`src/inc/fab_pkg.sv`:
```
// Package for the flash address bank mode block
// Functional notes
// - Eight-bit volatile bank register supplies A30..A24
// - Bank bit 7 selects four-byte addressing
// - Four-byte mode: command supplies all address bits
// - Three-byte mode: bank bits select 128-Mbit segment
// - Command 16h returns current bank value
// - Command 17h loads exactly one data byte
// - Dedicated four-byte commands carry full address
// - Software reset or power cycle exits four-byte mode
package fab_pkg;
    localparam logic [7:0] FAB_CMD_BANK_READ = 8'h16;
    localparam logic [7:0] FAB_CMD_BANK_WRITE = 8'h17;
    localparam logic [7:0] FAB_BANK_RESET = 8'h00;
    localparam int FAB_MODE_BIT = 7;
    localparam int FAB_SEG_MSB = 6;
    localparam int FAB_BYTE_BITS = 8;
    localparam logic [2:0] FAB_BIT_LAST = 3'h7;
    localparam logic [2:0] FAB_BIT_ZERO = 3'h0;
    localparam logic [2:0] FAB_BIT_STEP = 3'h1;
    localparam int FAB_SYNC_STAGES = 3;
    localparam int FAB_ADDR_LOW_BITS = 24;
    localparam logic [2:0] FAB_SYNC_HIGH = 3'h7;
    localparam logic [2:0] FAB_SYNC_LOW = 3'h0;
    localparam logic FAB_SEL_IDLE = 1'h1;
    localparam logic FAB_PIN_IDLE = 1'h0;
    localparam logic [7:0] FAB_BYTE_ZERO = 8'h00;
    localparam logic [31:0] FAB_ADDR_ZERO = 32'h0000_0000;

    typedef enum logic [2:0] {
        FAB_ST_CMD = 3'b000,
        FAB_ST_RD = 3'b001,
        FAB_ST_WR = 3'b010,
        FAB_ST_DONE = 3'b011
    } fab_state_t;

    // Address request from the memory command decoder
    typedef struct packed {
        logic [31:0] addr;
        logic wide;
    } fab_addr_req_t;
endpackage

```
`src/hw/fab_bank.sv`:
```
// Bank register, its serial commands and effective address generation
`timescale 1ns/1ps
module fab_bank (
    input wire logic mclk_in,
    input wire logic rst_in,
    input wire logic soft_reset_in,
    input wire logic cs_n_in,
    input wire logic sclk_in,
    input wire logic mosi_in,
    input wire fab_pkg::fab_addr_req_t req_in,
    output logic miso_out,
    output logic miso_oe_out,
    output logic [31:0] eff_addr_out,
    output logic four_byte_out,
    output logic [7:0] bank_out
);
    // Pin synchronisers: three stages, a change counts once stages two and three agree
    localparam int SYNC_TOP = fab_pkg::FAB_SYNC_STAGES - 1;
    localparam int SYNC_MID = fab_pkg::FAB_SYNC_STAGES - 2;
    localparam int BYTE_TOP = fab_pkg::FAB_BYTE_BITS - 1;
    localparam int BYTE_LOW_TOP = fab_pkg::FAB_BYTE_BITS - 2;
    localparam int LOW_TOP = fab_pkg::FAB_ADDR_LOW_BITS - 1;

    // Pin enters stage one; only stage two reads stage one
    function automatic logic [2:0] sync_shift(input logic [2:0] stages, input logic pin);
        return {stages[SYNC_MID:0], pin};
    endfunction

    // One odd sample keeps the old level, so a glitch never makes an edge
    function automatic logic sync_vote(input logic [2:0] stages, input logic held);
        logic level;
        level = held;
        if (stages[SYNC_MID] == stages[SYNC_TOP]) begin
            level = stages[SYNC_TOP];
        end
        return level;
    endfunction

    // Serial bit enters at the bottom; bytes travel MSB first
    function automatic logic [7:0] shift_in(input logic [7:0] bits, input logic bit_in);
        return {bits[BYTE_LOW_TOP:0], bit_in};
    endfunction

    // Bit counter wraps after the eighth bit
    function automatic logic [2:0] bit_step(input logic [2:0] cnt);
        return cnt + fab_pkg::FAB_BIT_STEP;
    endfunction

    // Last bit of a byte
    function automatic logic byte_done(input logic [2:0] cnt);
        return cnt == fab_pkg::FAB_BIT_LAST;
    endfunction

    // Opcode decode: only the two bank commands lead anywhere
    function automatic fab_pkg::fab_state_t decode_op(input logic [7:0] op);
        fab_pkg::fab_state_t st;
        case (op)
            fab_pkg::FAB_CMD_BANK_READ: begin
                st = fab_pkg::FAB_ST_RD;
            end
            fab_pkg::FAB_CMD_BANK_WRITE: begin
                st = fab_pkg::FAB_ST_WR;
            end
            default: begin
                // Foreign opcodes sit out the frame until deselect
                st = fab_pkg::FAB_ST_DONE;
            end
        endcase
        return st;
    endfunction

    // Bank bit 7 or a dedicated wide command passes the whole address
    function automatic logic [31:0] map_addr(input logic [7:0] bank, input fab_pkg::fab_addr_req_t req);
        logic [31:0] addr;
        if (req.wide || bank[fab_pkg::FAB_MODE_BIT]) begin
            addr = req.addr;
        end else begin
            addr = {1'b0, bank[fab_pkg::FAB_SEG_MSB:0], req.addr[LOW_TOP:0]};
        end
        return addr;
    endfunction

    logic [2:0] cs_s_reg, cs_s_next;
    logic [2:0] ck_s_reg, ck_s_next;
    logic [2:0] di_s_reg, di_s_next;
    logic cs_q_reg, cs_q_next;
    logic ck_q_reg, ck_q_next;
    logic di_q_reg, di_q_next;
    logic rise;
    logic fall;

    always_ff @(posedge mclk_in or posedge rst_in) begin
        if (rst_in) begin
            cs_s_reg <= fab_pkg::FAB_SYNC_HIGH;
            ck_s_reg <= fab_pkg::FAB_SYNC_LOW;
            di_s_reg <= fab_pkg::FAB_SYNC_LOW;
            cs_q_reg <= fab_pkg::FAB_SEL_IDLE;
            ck_q_reg <= fab_pkg::FAB_PIN_IDLE;
            di_q_reg <= fab_pkg::FAB_PIN_IDLE;
        end else begin
            cs_s_reg <= cs_s_next;
            ck_s_reg <= ck_s_next;
            di_s_reg <= di_s_next;
            cs_q_reg <= cs_q_next;
            ck_q_reg <= ck_q_next;
            di_q_reg <= di_q_next;
        end
    end

    always_comb begin
        cs_s_next = sync_shift(cs_s_reg, cs_n_in);
        ck_s_next = sync_shift(ck_s_reg, sclk_in);
        di_s_next = sync_shift(di_s_reg, mosi_in);
        cs_q_next = sync_vote(cs_s_reg, cs_q_reg);
        ck_q_next = sync_vote(ck_s_reg, ck_q_reg);
        di_q_next = sync_vote(di_s_reg, di_q_reg);
        // Edges come from the voted level, and only while selected
        rise = ck_q_next & ~ck_q_reg & ~cs_q_next;
        fall = ~ck_q_next & ck_q_reg & ~cs_q_next;
    end

    // Command state
    fab_pkg::fab_state_t st_reg, st_next;
    logic [2:0] cnt_reg, cnt_next;
    logic [7:0] sh_reg, sh_next;
    logic [7:0] bank_reg, bank_next;
    logic miso_reg, miso_next;
    logic oe_reg, oe_next;

    always_ff @(posedge mclk_in or posedge rst_in) begin
        if (rst_in) begin
            st_reg <= fab_pkg::FAB_ST_CMD;
            cnt_reg <= fab_pkg::FAB_BIT_ZERO;
            sh_reg <= fab_pkg::FAB_BYTE_ZERO;
            bank_reg <= fab_pkg::FAB_BANK_RESET;
            miso_reg <= fab_pkg::FAB_PIN_IDLE;
            oe_reg <= fab_pkg::FAB_PIN_IDLE;
        end else begin
            st_reg <= st_next;
            cnt_reg <= cnt_next;
            sh_reg <= sh_next;
            bank_reg <= bank_next;
            miso_reg <= miso_next;
            oe_reg <= oe_next;
        end
    end

    always_comb begin
        st_next = st_reg;
        cnt_next = cnt_reg;
        sh_next = sh_reg;
        bank_next = bank_reg;
        miso_next = miso_reg;
        oe_next = oe_reg;
        if (cs_q_next) begin
            // Deselect aborts any partial command; a short write never lands
            st_next = fab_pkg::FAB_ST_CMD;
            cnt_next = fab_pkg::FAB_BIT_ZERO;
            oe_next = 1'b0;
        end else begin
            case (st_reg)
                fab_pkg::FAB_ST_CMD: begin
                    if (rise) begin
                        sh_next = shift_in(sh_reg, di_q_reg);
                        cnt_next = bit_step(cnt_reg);
                        if (byte_done(cnt_reg)) begin
                            cnt_next = fab_pkg::FAB_BIT_ZERO;
                            st_next = decode_op(shift_in(sh_reg, di_q_reg));
                            if (st_next == fab_pkg::FAB_ST_RD) begin
                                // Preload so the first falling edge shows bit 7
                                sh_next = bank_reg;
                            end
                        end
                    end
                end
                fab_pkg::FAB_ST_RD: begin
                    // Shift out on falling edge, MSB first; repeats while selected
                    if (fall) begin
                        oe_next = 1'b1;
                        miso_next = sh_reg[BYTE_TOP];
                        sh_next = shift_in(sh_reg, sh_reg[BYTE_TOP]);
                    end
                end
                fab_pkg::FAB_ST_WR: begin
                    if (rise) begin
                        sh_next = shift_in(sh_reg, di_q_reg);
                        cnt_next = bit_step(cnt_reg);
                        if (byte_done(cnt_reg)) begin
                            bank_next = shift_in(sh_reg, di_q_reg);
                            st_next = fab_pkg::FAB_ST_DONE;
                        end
                    end
                end
                fab_pkg::FAB_ST_DONE: begin
                    // Extra bits after the byte are ignored
                end
                default: st_next = fab_pkg::FAB_ST_CMD;
            endcase
        end
        // Soft reset wins over a write landing in the same cycle
        if (soft_reset_in) begin
            bank_next = fab_pkg::FAB_BANK_RESET;
        end
    end

    // Effective address for the memory core, one cycle after the request
    logic [31:0] addr_reg, addr_next;

    always_ff @(posedge mclk_in or posedge rst_in) begin
        if (rst_in) begin
            addr_reg <= fab_pkg::FAB_ADDR_ZERO;
        end else begin
            addr_reg <= addr_next;
        end
    end

    always_comb begin
        addr_next = map_addr(bank_reg, req_in);
    end

    // Outputs come straight from registers
    assign miso_out = miso_reg;
    assign miso_oe_out = oe_reg;
    assign eff_addr_out = addr_reg;
    assign four_byte_out = bank_reg[fab_pkg::FAB_MODE_BIT];
    assign bank_out = bank_reg;
endmodule

```
`config.mk`:
```
export PLATFORM = sky130hd
export DESIGN_NAME = fab_bank
export DESIGN_NICKNAME = d
export VERILOG_FILES = /design/src/inc/fab_pkg.sv /design/src/hw/fab_bank.sv
export SDC_FILE = /design/constraint.sdc
export NUM_CORES = 1
export LEC_CHECK = 0
export ABC_AREA = 1
export BUFFER_PORTS_ARGS = -buffer_cell sky130_fd_sc_hd__buf_2
export CAP_MARGIN = 20
export CORE_ASPECT_RATIO = 2
export CORE_MARGIN = 3
export CORE_UTILIZATION = 30
export DETAILED_ROUTE_END_ITERATION = 16
export PLACE_DENSITY_LB_ADDON = 0.12
export SYNTH_ARGS = -nofsm -noshare
export SYNTH_HDL_FRONTEND = slang
export SYNTH_SLANG_ARGS = --single-unit
```
`constraint.sdc`:
```
create_clock -name mclk_in -period 4.42 [get_ports mclk_in]
set_clock_uncertainty 0.05 [all_clocks]
set_input_delay 0.663 -clock mclk_in [delete_from_list [all_inputs] [get_ports mclk_in]]
set_output_delay 0.663 -clock mclk_in [all_outputs]
set_load 0.01 [all_outputs]
```
==> reports/qor.txt, run 1 <==
STA
----------------------------------------------------------------------------------------
Unrepaired setup endpoints after global routing                                       no
Final-report setup violation count                                                     0
Fraction of the cycle the final worst path needs                                   39.0%
Max-slew headroom at the worst pin                                                 46.1%
Final worst hold slack                                                          0.298 ns
Setup TNS                                                                           0 ns
Slew Limit Fails                                                                       0
Final count of hold timing violations                                                  0
Time the worst path needs with I/O delays and setup                              1.72 ns
Highest Clock Rate                                                               581 MHz
Slew at the pin closest to its max-slew limit                                   0.807 ns

PLACEMENT
----------------------------------------------------------------------------------------
Half-perimeter wire length after placement                                       4720 um
IO buf count                                                                          81
Final estimated routing congestion in global placement                             0.768
Cell Area, Placed                                                           0.00312 mm^2

GRT
----------------------------------------------------------------------------------------
Number of antenna violations at the first check in global routing                      0
Maximum number of pins on one net before global-route repair                          39
Vias in the first global route                                                      2030
Total overflow reported by the global router                                           0
All-layer global routing usage                                                     13.7%
Wire length of the first global-routing pass                                    10400 um

CRITICAL PATH
----------------------------------------------------------------------------------------
Nature of the critical path startpoint                                          register
Delay-heaviest family, CP                                                     flip-flops
Minimum setup slack among reg-to-reg paths                                       2.70 ns
Critical Path Sink Type                                                         register
Critical path fanouts, max                                                             5
Data required time of the worst path                                             4.59 ns
Type of the setup path with the least slack                                 register to register
Largest stage delay on the critical path                                         0.42 ns
Data arrival time of the critical path                                           1.89 ns
Number of buffers and inverters on the critical path                                   2
Cells along the critical path                                               inv_1 > ha_1 > nor2_2 > inv_2 > o21ai_2 > nand3_1 > a21oi_1 > nor2_1
Cell with the biggest individual delay on the critical path                 sky130_fd_sc_hd__dfrtp_1

CLOCKING
----------------------------------------------------------------------------------------
Resized cells post-CTS                                                                 0
Number of H-tree levels                                                                3
Clock-pin slew of the registers on the worst-case setup and hold paths           0.06 ns
Inserted Clock Buffers                                                                 9
Clock latency on the worst-skew pair                                             0.33 ns
TritonCTS clock tree                                                                 yes
Clock tree root buffer cell                                                 sky130_fd_sc_hd__clkbuf_16
Clock sinks                                                                           67
Number of hold-repair buffers added at the cts stage                                   0
Clock Tree Buf Depth                                                                   2
Setup fix buffers added after clock tree synthesis                                     0

DRT
----------------------------------------------------------------------------------------
Met3 wire length                                                                  248 um
Overall routed net length                                                        6210 um
Highest routed layer                                                                met4
Post-route DRC                                                                         0
Detailed-route wire length per cell                                              14.2 um
Number of search-and-repair iterations in the first detailed-routing pass              4
Via total after detailed routing                                                    1961
Vias/cell                                                                           4.49
Violation count after the first detailed-route iteration                              53
M1 wire length                                                                   2240 um
Met2 routed wirelength                                                           3550 um
Antenna-violating nets left                                                            0

YOSYS
----------------------------------------------------------------------------------------
Dominant cell type by area after synthesis                                  sky130_fd_sc_hd__dfrtp_1
Netlist cell types                                                                    30
Cell count after synthesis                                                           245
Netlist Area Pre-Place                                                      0.00263 mm^2
Post-synthesis area per instance                                               10.7 um^2
Top cells by area in the synthesized netlist                                sky130_fd_sc_hd__dfrtp_1 (60%), sky130_fd_sc_hd__nand2_1 (9.3%), sky130_fd_sc_hd__dfstp_2 (4.0%), sky130_fd_sc_hd__ha_1 (3.3%), sky130_fd_sc_hd__nand3_1 (3.2%)
Register bit total from synthesis                                                     67
Post-synthesis sequential area ratio                                               64.0%
Share of the synthesized area in the top cell type                                 60.0%
Syn Nets                                                                             291
Warnings, synthesis                                                                    0

RUN
----------------------------------------------------------------------------------------
Max-cap check violation count                                                          0

CELLS AND AREA
----------------------------------------------------------------------------------------
Final core utilization                                                             40.4%
Fraction of final layout cells with drive strength greater than 1                  37.2%
Number of nets in the layout                                                         380
Diodes inserted                                                                        0
Final design area excluding fillers                                         0.00340 mm^2
Synthesis-to-finish area growth                                                    29.4%
Number of flip-flops in the largest register                                          32
Most common cell after layout, fill and taps aside                          sky130_fd_sc_hd__buf_2
Filler cell count in the final layout                                                866
Most frequent cells in the layout                                           sky130_fd_sc_hd__buf_2 (81), sky130_fd_sc_hd__nand2_1 (65), sky130_fd_sc_hd__dfrtp_1 (63)

FLOORPLANNING
----------------------------------------------------------------------------------------
X dimension of the die                                                           72.2 um
# rows                                                                                47
Die area                                                                    0.00998 mm^2
Die height                                                                        138 um
Number of ports placed on the die boundary                                            82
Effective utilization at floorplan                                                 31.2%
CORE AREA                                                                   0.00841 mm^2

POWER AND IR DROP
----------------------------------------------------------------------------------------
Leakage power                                                                    1.81 nW
Largest vdd supply drop                                                       0.000262 V
Power per unit of standard cell area                                         509 mW/mm^2

STATUS
----------------------------------------------------------------------------------------
Status                                                                      complete, no violations

MIN PATH
----------------------------------------------------------------------------------------
Type of the tightest min-delay check                                        register to register

[final timing paths]
| check | startpoint | cells after the start | to |
|---|---|---|---|
| setup / recovery | st_reg[0] | 8 | st_reg[1] |
| max in group asynchronous | rst_in | 3 | bank_out[7] |
| setup reg to reg | st_reg[0] | 8 | st_reg[1] |
| min in group asynchronous | rst_in | 2 | eff_addr_out[20] |
| hold / removal | ck_s_reg[0] | 0 | ck_s_reg[1] |
| hold reg to reg | ck_s_reg[0] | 0 | ck_s_reg[1] |
[through the flow]
step           power [W]  worst slack [ns]  std cells
6_report         0.00173              2.70        437
5_1_grt          0.00184              2.52        437
4_1_cts          0.00176              2.68        437
3_5_place_dp     0.00110              2.52        421
3_3_place_gp     0.00109              2.53        421
2_1_floorplan   0.000997              2.03        245
[report_power, final]
group | switching [W] | total, W | internal, W
clock | 0.000272 | 0.000654 | 0.000381
sequential | 0.0000567 | 0.000735 | 0.000678
combinational | 0.000222 | 0.000341 | 0.000120
total | 0.000551 | 0.00173 | 0.00118
[final cells by class]
class | count | area, um^2 | area share [%]
Clock buffer | 9 | 225 | 6.62
Tap cell | 98 | 123 | 3.61
Timing Repair Buffer | 82 | 413 | 12.1
Multi-Input combinational cell | 147 | 805 | 23.7
Inverter | 27 | 101 | 2.98
Clock inverter | 7 | 51.3 | 1.51
Sequential cell | 67 | 1680 | 49.5
[layer usage]
layer	up-vias	track usage [%]
met5	-	0
met4	0	7.33
met3	11	3.56
met2	51	24.5
met1	942	13.9
li1	957	-
[Yosys cell counts]
library cell and instances:
sky130_fd_sc_hd__inv_2 4, sky130_fd_sc_hd__nand3_2 1, sky130_fd_sc_hd__inv_1 22, sky130_fd_sc_hd__dfrtp_1 63, sky130_fd_sc_hd__nand4_1 8, sky130_fd_sc_hd__o21ai_1 1
sky130_fd_sc_hd__o21ai_2 4, sky130_fd_sc_hd__maj3_1 1, sky130_fd_sc_hd__nor2_1 15, sky130_fd_sc_hd__o31ai_1 1, sky130_fd_sc_hd__mux2_2 4, sky130_fd_sc_hd__clkinv_1 1
sky130_fd_sc_hd__nand2_4 1, sky130_fd_sc_hd__nor3_1 1, sky130_fd_sc_hd__dfstp_2 4, sky130_fd_sc_hd__buf_8 1, sky130_fd_sc_hd__nand3_1 17, sky130_fd_sc_hd__nor2_8 1
sky130_fd_sc_hd__buf_4 1, sky130_fd_sc_hd__nand2_1 65, sky130_fd_sc_hd__a21oi_1 9, sky130_fd_sc_hd__ha_1 7, sky130_fd_sc_hd__buf_2 1, sky130_fd_sc_hd__nand3b_1 1
sky130_fd_sc_hd__o21ai_0 2, sky130_fd_sc_hd__buf_6 1, sky130_fd_sc_hd__nand4_4 1, sky130_fd_sc_hd__nor2_4 1, sky130_fd_sc_hd__nor2_2 4, sky130_fd_sc_hd__nand2_2 2
[cell families after synthesis]
group,after synthesis,synth area share [%]
buf+inv,31,5.34
mux,4,1.71
flops,67,64.0
compound gates,17,3.91
fa+ha+maj,8,3.72
simple gates,118,21.3
Power figures use the tool's default switching activity.
==> run 2: changes to the inputs <==
==> constraint.sdc (replaced) <==
create_clock -name mclk_in -period 1.6 [get_ports mclk_in]
set_clock_uncertainty 0.05 [all_clocks]
set_input_delay 0.24 -clock mclk_in [delete_from_list [all_inputs] [get_ports mclk_in]]
set_output_delay 0.24 -clock mclk_in [all_outputs]
set_load 0.01 [all_outputs]
==> run 2 against run 1 <==
Against the previous run: register-to-register slack worse by 2.6 ns; critical endpoint is now sh_reg[1]; fmax grew 14%; final area grew 15%; die area is the same; routed wire length is 5.1% higher; critical path type unchanged; first-iteration DRC count grew 42%; final cell count rose by 11%; core utilization rose by 6.0 points; sequential power rose to 2.7 times the previous value.
==> reports/qor.txt, run 2 (synthesis gave the netlist of run 1 again) <==
STATUS
----------------------------------------------------------------------------------------
Status                                                                      complete, no violations

CLOCKING
----------------------------------------------------------------------------------------
Clock tree root buffer cell                                                 sky130_fd_sc_hd__clkbuf_16
Clock Tree Buf Depth                                                                   2
Number of H-tree levels                                                                3
Clock-pin slew of the registers on the worst-case setup and hold paths           0.06 ns
Clock latency on the worst-skew pair                                             0.33 ns
Clock sinks                                                                           67
Inserted Clock Buffers                                                                 9
TritonCTS clock tree                                                                 yes

STA
----------------------------------------------------------------------------------------
Fraction of the cycle the final worst path needs                                   94.6%
Time the worst path needs with I/O delays and setup                              1.51 ns
Setup TNS                                                                           0 ns
Final count of hold timing violations                                                  0
Max-slew headroom at the worst pin                                                 72.0%
Unrepaired setup endpoints after global routing                                      yes
Slew Limit Fails                                                                       0
Final worst hold slack                                                         0.0678 ns
Slew at the pin closest to its max-slew limit                                   0.419 ns
Highest Clock Rate                                                               661 MHz
Final-report setup violation count                                                     0

PLACEMENT
----------------------------------------------------------------------------------------
IO buf count                                                                          81
Post-Place Cells                                                                     436
Cell Area, Placed                                                           0.00325 mm^2
Final estimated routing congestion in global placement                             0.794
Half-perimeter wire length after placement                                       4700 um

FLOORPLANNING
----------------------------------------------------------------------------------------
Effective utilization at floorplan                                                 31.2%
X dimension of the die                                                           72.2 um
Number of ports placed on the die boundary                                            82
CORE AREA                                                                   0.00841 mm^2
Die height                                                                        138 um
# rows                                                                                47
Die area                                                                    0.00998 mm^2

GRT
----------------------------------------------------------------------------------------
Met3 routing resource usage after global routing                                   3.20%
Wire length of the first global-routing pass                                    10800 um
Vias in the first global route                                                      2231
Global route hottest layer                                                          met2
Global-route met2 utilization                                                      24.7%
Total overflow reported by the global router                                           0
Met1 layer usage reported by global route                                          15.1%
Maximum number of pins on one net before global-route repair                          26
Number of antenna violations at the first check in global routing                      0
All-layer global routing usage                                                     14.1%

CRITICAL PATH
----------------------------------------------------------------------------------------
Critical path fanouts, max                                                             6
Critical Path Sink Type                                                         register
Nature of the critical path startpoint                                          register
Data required time of the worst path                                             1.81 ns
Type of the setup path with the least slack                                 register to register
Data arrival time of the critical path                                           1.72 ns

DRT
----------------------------------------------------------------------------------------
Overall routed net length                                                        6520 um
Violation count after the first detailed-route iteration                              75
Detailed-route wire length per cell                                              13.5 um
Vias/cell                                                                           4.34
Number of search-and-repair iterations in the first detailed-routing pass              4
Antenna-violating nets left                                                            0
Post-route DRC                                                                         0
Via total after detailed routing                                                    2096

POWER AND IR DROP
----------------------------------------------------------------------------------------
Net switching power figure                                                     0.00162 W
Leakage power                                                                    2.01 nW
Proportion of power drawn by flip-flops and latches                                38.3%
Clock network fraction of total power                                              38.4%
Largest vdd supply drop                                                       0.000696 V
Power Internal                                                                 0.00365 W
Power per unit of standard cell area                                        1350 mW/mm^2
Overall power consumption                                                      0.00527 W
Switching Share                                                                    30.8%
Comb pwr share                                                                     23.4%

CELLS AND AREA
----------------------------------------------------------------------------------------
Diodes inserted                                                                        0
Most frequent cells in the layout                                           sky130_fd_sc_hd__buf_2 (81), sky130_fd_sc_hd__nand2_1 (64), sky130_fd_sc_hd__dfrtp_1 (63)
Synthesis-to-finish area growth                                                    48.7%
Filler cell count in the final layout                                                819
Number of flip-flops in the largest register                                          32
Fraction of final layout cells with drive strength greater than 1                  39.2%
Cell Count, Final, Fillers Out                                                       483
Number of nets in the layout                                                         426
Most common cell after layout, fill and taps aside                          sky130_fd_sc_hd__buf_2
Final design area excluding fillers                                         0.00391 mm^2

MIN PATH
----------------------------------------------------------------------------------------
Type of the tightest min-delay check                                        primary input to register

RUN
----------------------------------------------------------------------------------------
Max-cap check violation count                                                          0

run 2: changes by cell type in the layout (fill, tap and decap cells not counted), sizes merged:
cell         previous run  this run
clkinvlp                2         3
nand2                  68        69
bufinv                  0         1
inv                    28        27
buf                    82        99
clkinv                  4         2
clkbuf                  9        10
dlygate4sd3             0        28
run 2: worst max-delay path: stages, from the launching register on:
cell and delay, ns:
sky130_fd_sc_hd__dfrtp_1 0.38, sky130_fd_sc_hd__buf_4 0.15, sky130_fd_sc_hd__ha_1 0.22, sky130_fd_sc_hd__nand2_1 0.09, sky130_fd_sc_hd__inv_2 0.04, sky130_fd_sc_hd__nor2_4 0.14, sky130_fd_sc_hd__nand2_4 0.11, sky130_fd_sc_hd__buf_4 0.15
sky130_fd_sc_hd__o21ai_2 0.11
run 2: cell type report:
type | count | area (um^2) | area share (%)
sequential | 67 | 1680 | 43.0
multi-input combinational | 148 | 853 | 21.8
timing repair buffer | 127 | 833 | 21.3
clock buffer | 10 | 239 | 6.12
inverter | 27 | 105 | 2.69
tap | 98 | 123 | 3.14
clock inverter | 6 | 71.3 | 1.83
run 2: timing repair:
item	in CTS	in global routing
hold endpoints to repair	43	0
setup buffers	0	2
pin swaps	0	4
hold buffers	28	0
gates cloned	0	1
setup endpoints to repair	8	13
resized for setup	2	9
run 2: per-layer routing:
| metal | part of all wire [%] | up-vias |
|---|---|---|
| li1 | - | 1056 |
| met1 | 38 | 987 |
| met2 | 56 | 42 |
| met3 | 3.5 | 11 |
| met4 | 2.4 | 0 |
| met5 | 0 | - |
run 2: through the flow:
stage,util (%),setup WS [ns]
after floorplan,-,0.0810
after global placement,38.7,-0.0246
after detailed placement,38.7,-0.0280
after CTS,45.8,0.0179
after global routing,46.5,-0.00623
final,46.5,0.0871
run 2: path summary, 6_finish.rpt:
kind                             start                to  slack, ns  depth (start not counted)
min in group asynchronous       rst_in  eff_addr_out[22]       0.41                          3
setup / recovery             st_reg[0]         sh_reg[1]       0.09                          8
setup reg to reg             st_reg[0]         sh_reg[1]       0.09                          8
hold reg to reg            di_s_reg[0]       di_s_reg[1]       0.30                          0
max in group asynchronous       rst_in       cs_s_reg[0]       0.56                          4
hold / removal              req_in[32]  eff_addr_out[31]       0.07                          3
run 2: power groups by stage:
stage / clock network, W / registers, W / logic (W)
floorplan: 0 / 0.00203 / 0.000720
global placement: 0 / 0.00204 / 0.00109
CTS: 0.00208 / 0.00201 / 0.00117
detailed placement: 0 / 0.00204 / 0.00110
finish: 0.00202 / 0.00202 / 0.00123
global route: 0.00215 / 0.00205 / 0.00138
==> run 3: changes to the inputs <==
--- a/config.mk
+++ b/config.mk
@@ -13,6 +13,8 @@
 export CORE_UTILIZATION = 30
 export DETAILED_ROUTE_END_ITERATION = 16
 export PLACE_DENSITY_LB_ADDON = 0.12
+export RECOVER_POWER = 25
 export SYNTH_ARGS = -nofsm -noshare
 export SYNTH_HDL_FRONTEND = slang
 export SYNTH_SLANG_ARGS = --single-unit
+export TNS_END_PERCENT = 1
==> run 3 against run 2 <==
Against the previous run: global-route usage is the same; register-to-register slack is essentially flat; sequential cell count did not move; final cell count did not move; core utilization about the same; non-clock buffer count stayed put; fmax unchanged; via count did not move; combinational power hardly changed; sequential share of layout area barely moved; worst hold slack is the same.
==> reports/qor.txt, run 3 (synthesis gave the netlist of run 1 again) <==
STATUS
----------------------------------------------------------------------------------------
Status                                                                      complete, no violations

CRITICAL PATH
----------------------------------------------------------------------------------------
Critical path fanouts, max                                                             6
Cells along the critical path                                               buf_4 > ha_1 > nand2_1 > inv_2 > nor2_4 > nand2_4 > buf_4 > o21ai_2
Worst path most repeated cell                                               sky130_fd_sc_hd__buf_4
Critical Path Sink Type                                                         register
Type of the setup path with the least slack                                 register to register
Nature of the critical path startpoint                                          register
Largest stage delay on the critical path                                         0.38 ns
Delay-heaviest family, CP                                                     flip-flops
Data arrival time of the critical path                                           1.72 ns
Cell with the biggest individual delay on the critical path                 sky130_fd_sc_hd__dfrtp_1
Data required time of the worst path                                             1.81 ns
Number of buffers and inverters on the critical path                                   3

STA
----------------------------------------------------------------------------------------
Fraction of the cycle the final worst path needs                                   94.6%
Final-report setup violation count                                                     0
Unrepaired setup endpoints after global routing                                      yes
Max-slew headroom at the worst pin                                                 43.7%
Final worst hold slack                                                         0.0678 ns
Final count of hold timing violations                                                  0
Slack of the critical path                                                     0.0871 ns
Slew at the pin closest to its max-slew limit                                   0.840 ns
Slew Limit Fails                                                                       0
Highest Clock Rate                                                               661 MHz
Time the worst path needs with I/O delays and setup                              1.51 ns

DRT
----------------------------------------------------------------------------------------
Overall routed net length                                                        6520 um
Vias/cell                                                                           4.34
Violation count after the first detailed-route iteration                              73
Antenna-violating nets left                                                            0
Detailed-route wire length per cell                                              13.5 um
Via total after detailed routing                                                    2096
Post-route DRC                                                                         0
Number of search-and-repair iterations in the first detailed-routing pass              4

GRT
----------------------------------------------------------------------------------------
Total overflow reported by the global router                                           0
Vias in the first global route                                                      2231
Maximum number of pins on one net before global-route repair                          26
Number of antenna violations at the first check in global routing                      0
Wire length of the first global-routing pass                                    10800 um
All-layer global routing usage                                                     14.1%

FLOORPLANNING
----------------------------------------------------------------------------------------
X dimension of the die                                                           72.2 um
# rows                                                                                47
Die area                                                                    0.00998 mm^2
Die height                                                                        138 um
Effective utilization at floorplan                                                 31.2%
Number of ports placed on the die boundary                                            82
CORE AREA                                                                   0.00841 mm^2

CLOCKING
----------------------------------------------------------------------------------------
Clock Tree Buf Depth                                                                   2
Clock-pin slew of the registers on the worst-case setup and hold paths           0.06 ns
Clock sinks                                                                           67
TritonCTS clock tree                                                                 yes
Number of H-tree levels                                                                3
Clock latency on the worst-skew pair                                             0.33 ns
Clock tree root buffer cell                                                 sky130_fd_sc_hd__clkbuf_16
Inserted Clock Buffers                                                                 9

PLACEMENT
----------------------------------------------------------------------------------------
Final estimated routing congestion in global placement                             0.794
Post-Place Cells                                                                     436
Placement Setup Slack                                                         -0.0280 ns
IO buf count                                                                          81
Cell Area, Placed                                                           0.00325 mm^2
Half-perimeter wire length after placement                                       4700 um

POWER AND IR DROP
----------------------------------------------------------------------------------------
Power per unit of standard cell area                                        1350 mW/mm^2
Largest vdd supply drop                                                       0.000696 V
Leakage power                                                                    2.01 nW

CELLS AND AREA
----------------------------------------------------------------------------------------
Most common cell after layout, fill and taps aside                          sky130_fd_sc_hd__buf_2
Number of nets in the layout                                                         426
Filler cell count in the final layout                                                820
Final core utilization                                                             46.4%
Final design area excluding fillers                                         0.00390 mm^2
Fraction of final layout cells with drive strength greater than 1                  39.2%
Synthesis-to-finish area growth                                                    48.6%
Diodes inserted                                                                        0
Number of flip-flops in the largest register                                          32
Cell Count, Final, Fillers Out                                                       483
Multi-input gate area in the final layout                                       853 um^2
Most frequent cells in the layout                                           sky130_fd_sc_hd__buf_2 (81), sky130_fd_sc_hd__nand2_1 (64), sky130_fd_sc_hd__dfrtp_1 (63)
Sequential standard cell area                                               0.00168 mm^2

MIN PATH
----------------------------------------------------------------------------------------
Type of the tightest min-delay check                                        primary input to register

RUN
----------------------------------------------------------------------------------------
Max-cap check violation count                                                          0

-- run 3: changes by cell type in the layout (fill, tap and decap cells not counted) --
cell,delta
sky130_fd_sc_hd__clkinvlp_2,+1
sky130_fd_sc_hd__clkinvlp_4,-1
-- run 3: what timing repair did --
| action | 4_1_cts | 5_1_grt |
|---|---|---|
| resized for setup | 2 | 9 |
| pin swaps | 0 | 4 |
| hold endpoints to repair | 43 | 0 |
| setup buffers | 0 | 2 |
| hold buffers | 28 | 0 |
| cloned | 0 | 1 |
| endpoints found under the setup margin | 8 | 13 |
-- run 3: through the flow --
| step | power (W) | TNS, ns |
|---|---|---|
| finish | 0.00527 | 0 |
| global route | 0.00558 | -0.00623 |
| CTS | 0.00527 | 0 |
| detailed placement | 0.00314 | -0.104 |
| global placement | 0.00314 | -0.103 |
| floorplan | 0.00275 | 0 |
-- run 3: final timing paths --
kind,start,endpoint,slack (ns),depth (start not counted)
worst max-delay path,st_reg[0],sh_reg[1],0.09,8
worst min-delay path,req_in[32],eff_addr_out[31],0.07,3
worst max register to register,st_reg[0],sh_reg[1],0.09,8
worst min register to register,di_s_reg[0],di_s_reg[1],0.30,0
max in group asynchronous,rst_in,cs_s_reg[0],0.33,4
min in group asynchronous,rst_in,eff_addr_out[22],0.53,3
-- run 3: per-layer routing --
| layer | vias to the layer above | GRT usage [%] | share of wire (%) | routed length, um |
|---|---|---|---|---|
| met4 | 0 | 7.63 | 2.4 | 159 |
| met3 | 11 | 3.20 | 3.5 | 228 |
| li1 | 1056 | - | - | - |
| met2 | 42 | 24.7 | 56 | 3680 |
| met1 | 987 | 15.1 | 38 | 2460 |
| met5 | - | 0 | 0 | 0 |
-- run 3: layout make-up --
class / count / share of cell area [%]
Timing Repair Buffer: 127 / 21.3
Clock buffer: 10 / 6.12
Multi-Input combinational cell: 148 / 21.9
Clock inverter: 6 / 1.83
Inverter: 27 / 2.63
Sequential cell: 67 / 43.1
Tap cell: 98 / 3.14
-- run 3: where the power goes --
part,total [W],internal [W],switching [W]
clock,0.00202,0.00126,0.000764
combinational,0.00123,0.000517,0.000714
sequential,0.00202,0.00187,0.000145
total,0.00527,0.00365,0.00162
-- run 3: worst min-delay path, cell delays in order --
cell	delay, ns
sky130_fd_sc_hd__buf_2	0.09
sky130_fd_sc_hd__inv_1	0.04
sky130_fd_sc_hd__nor2_1	0.04
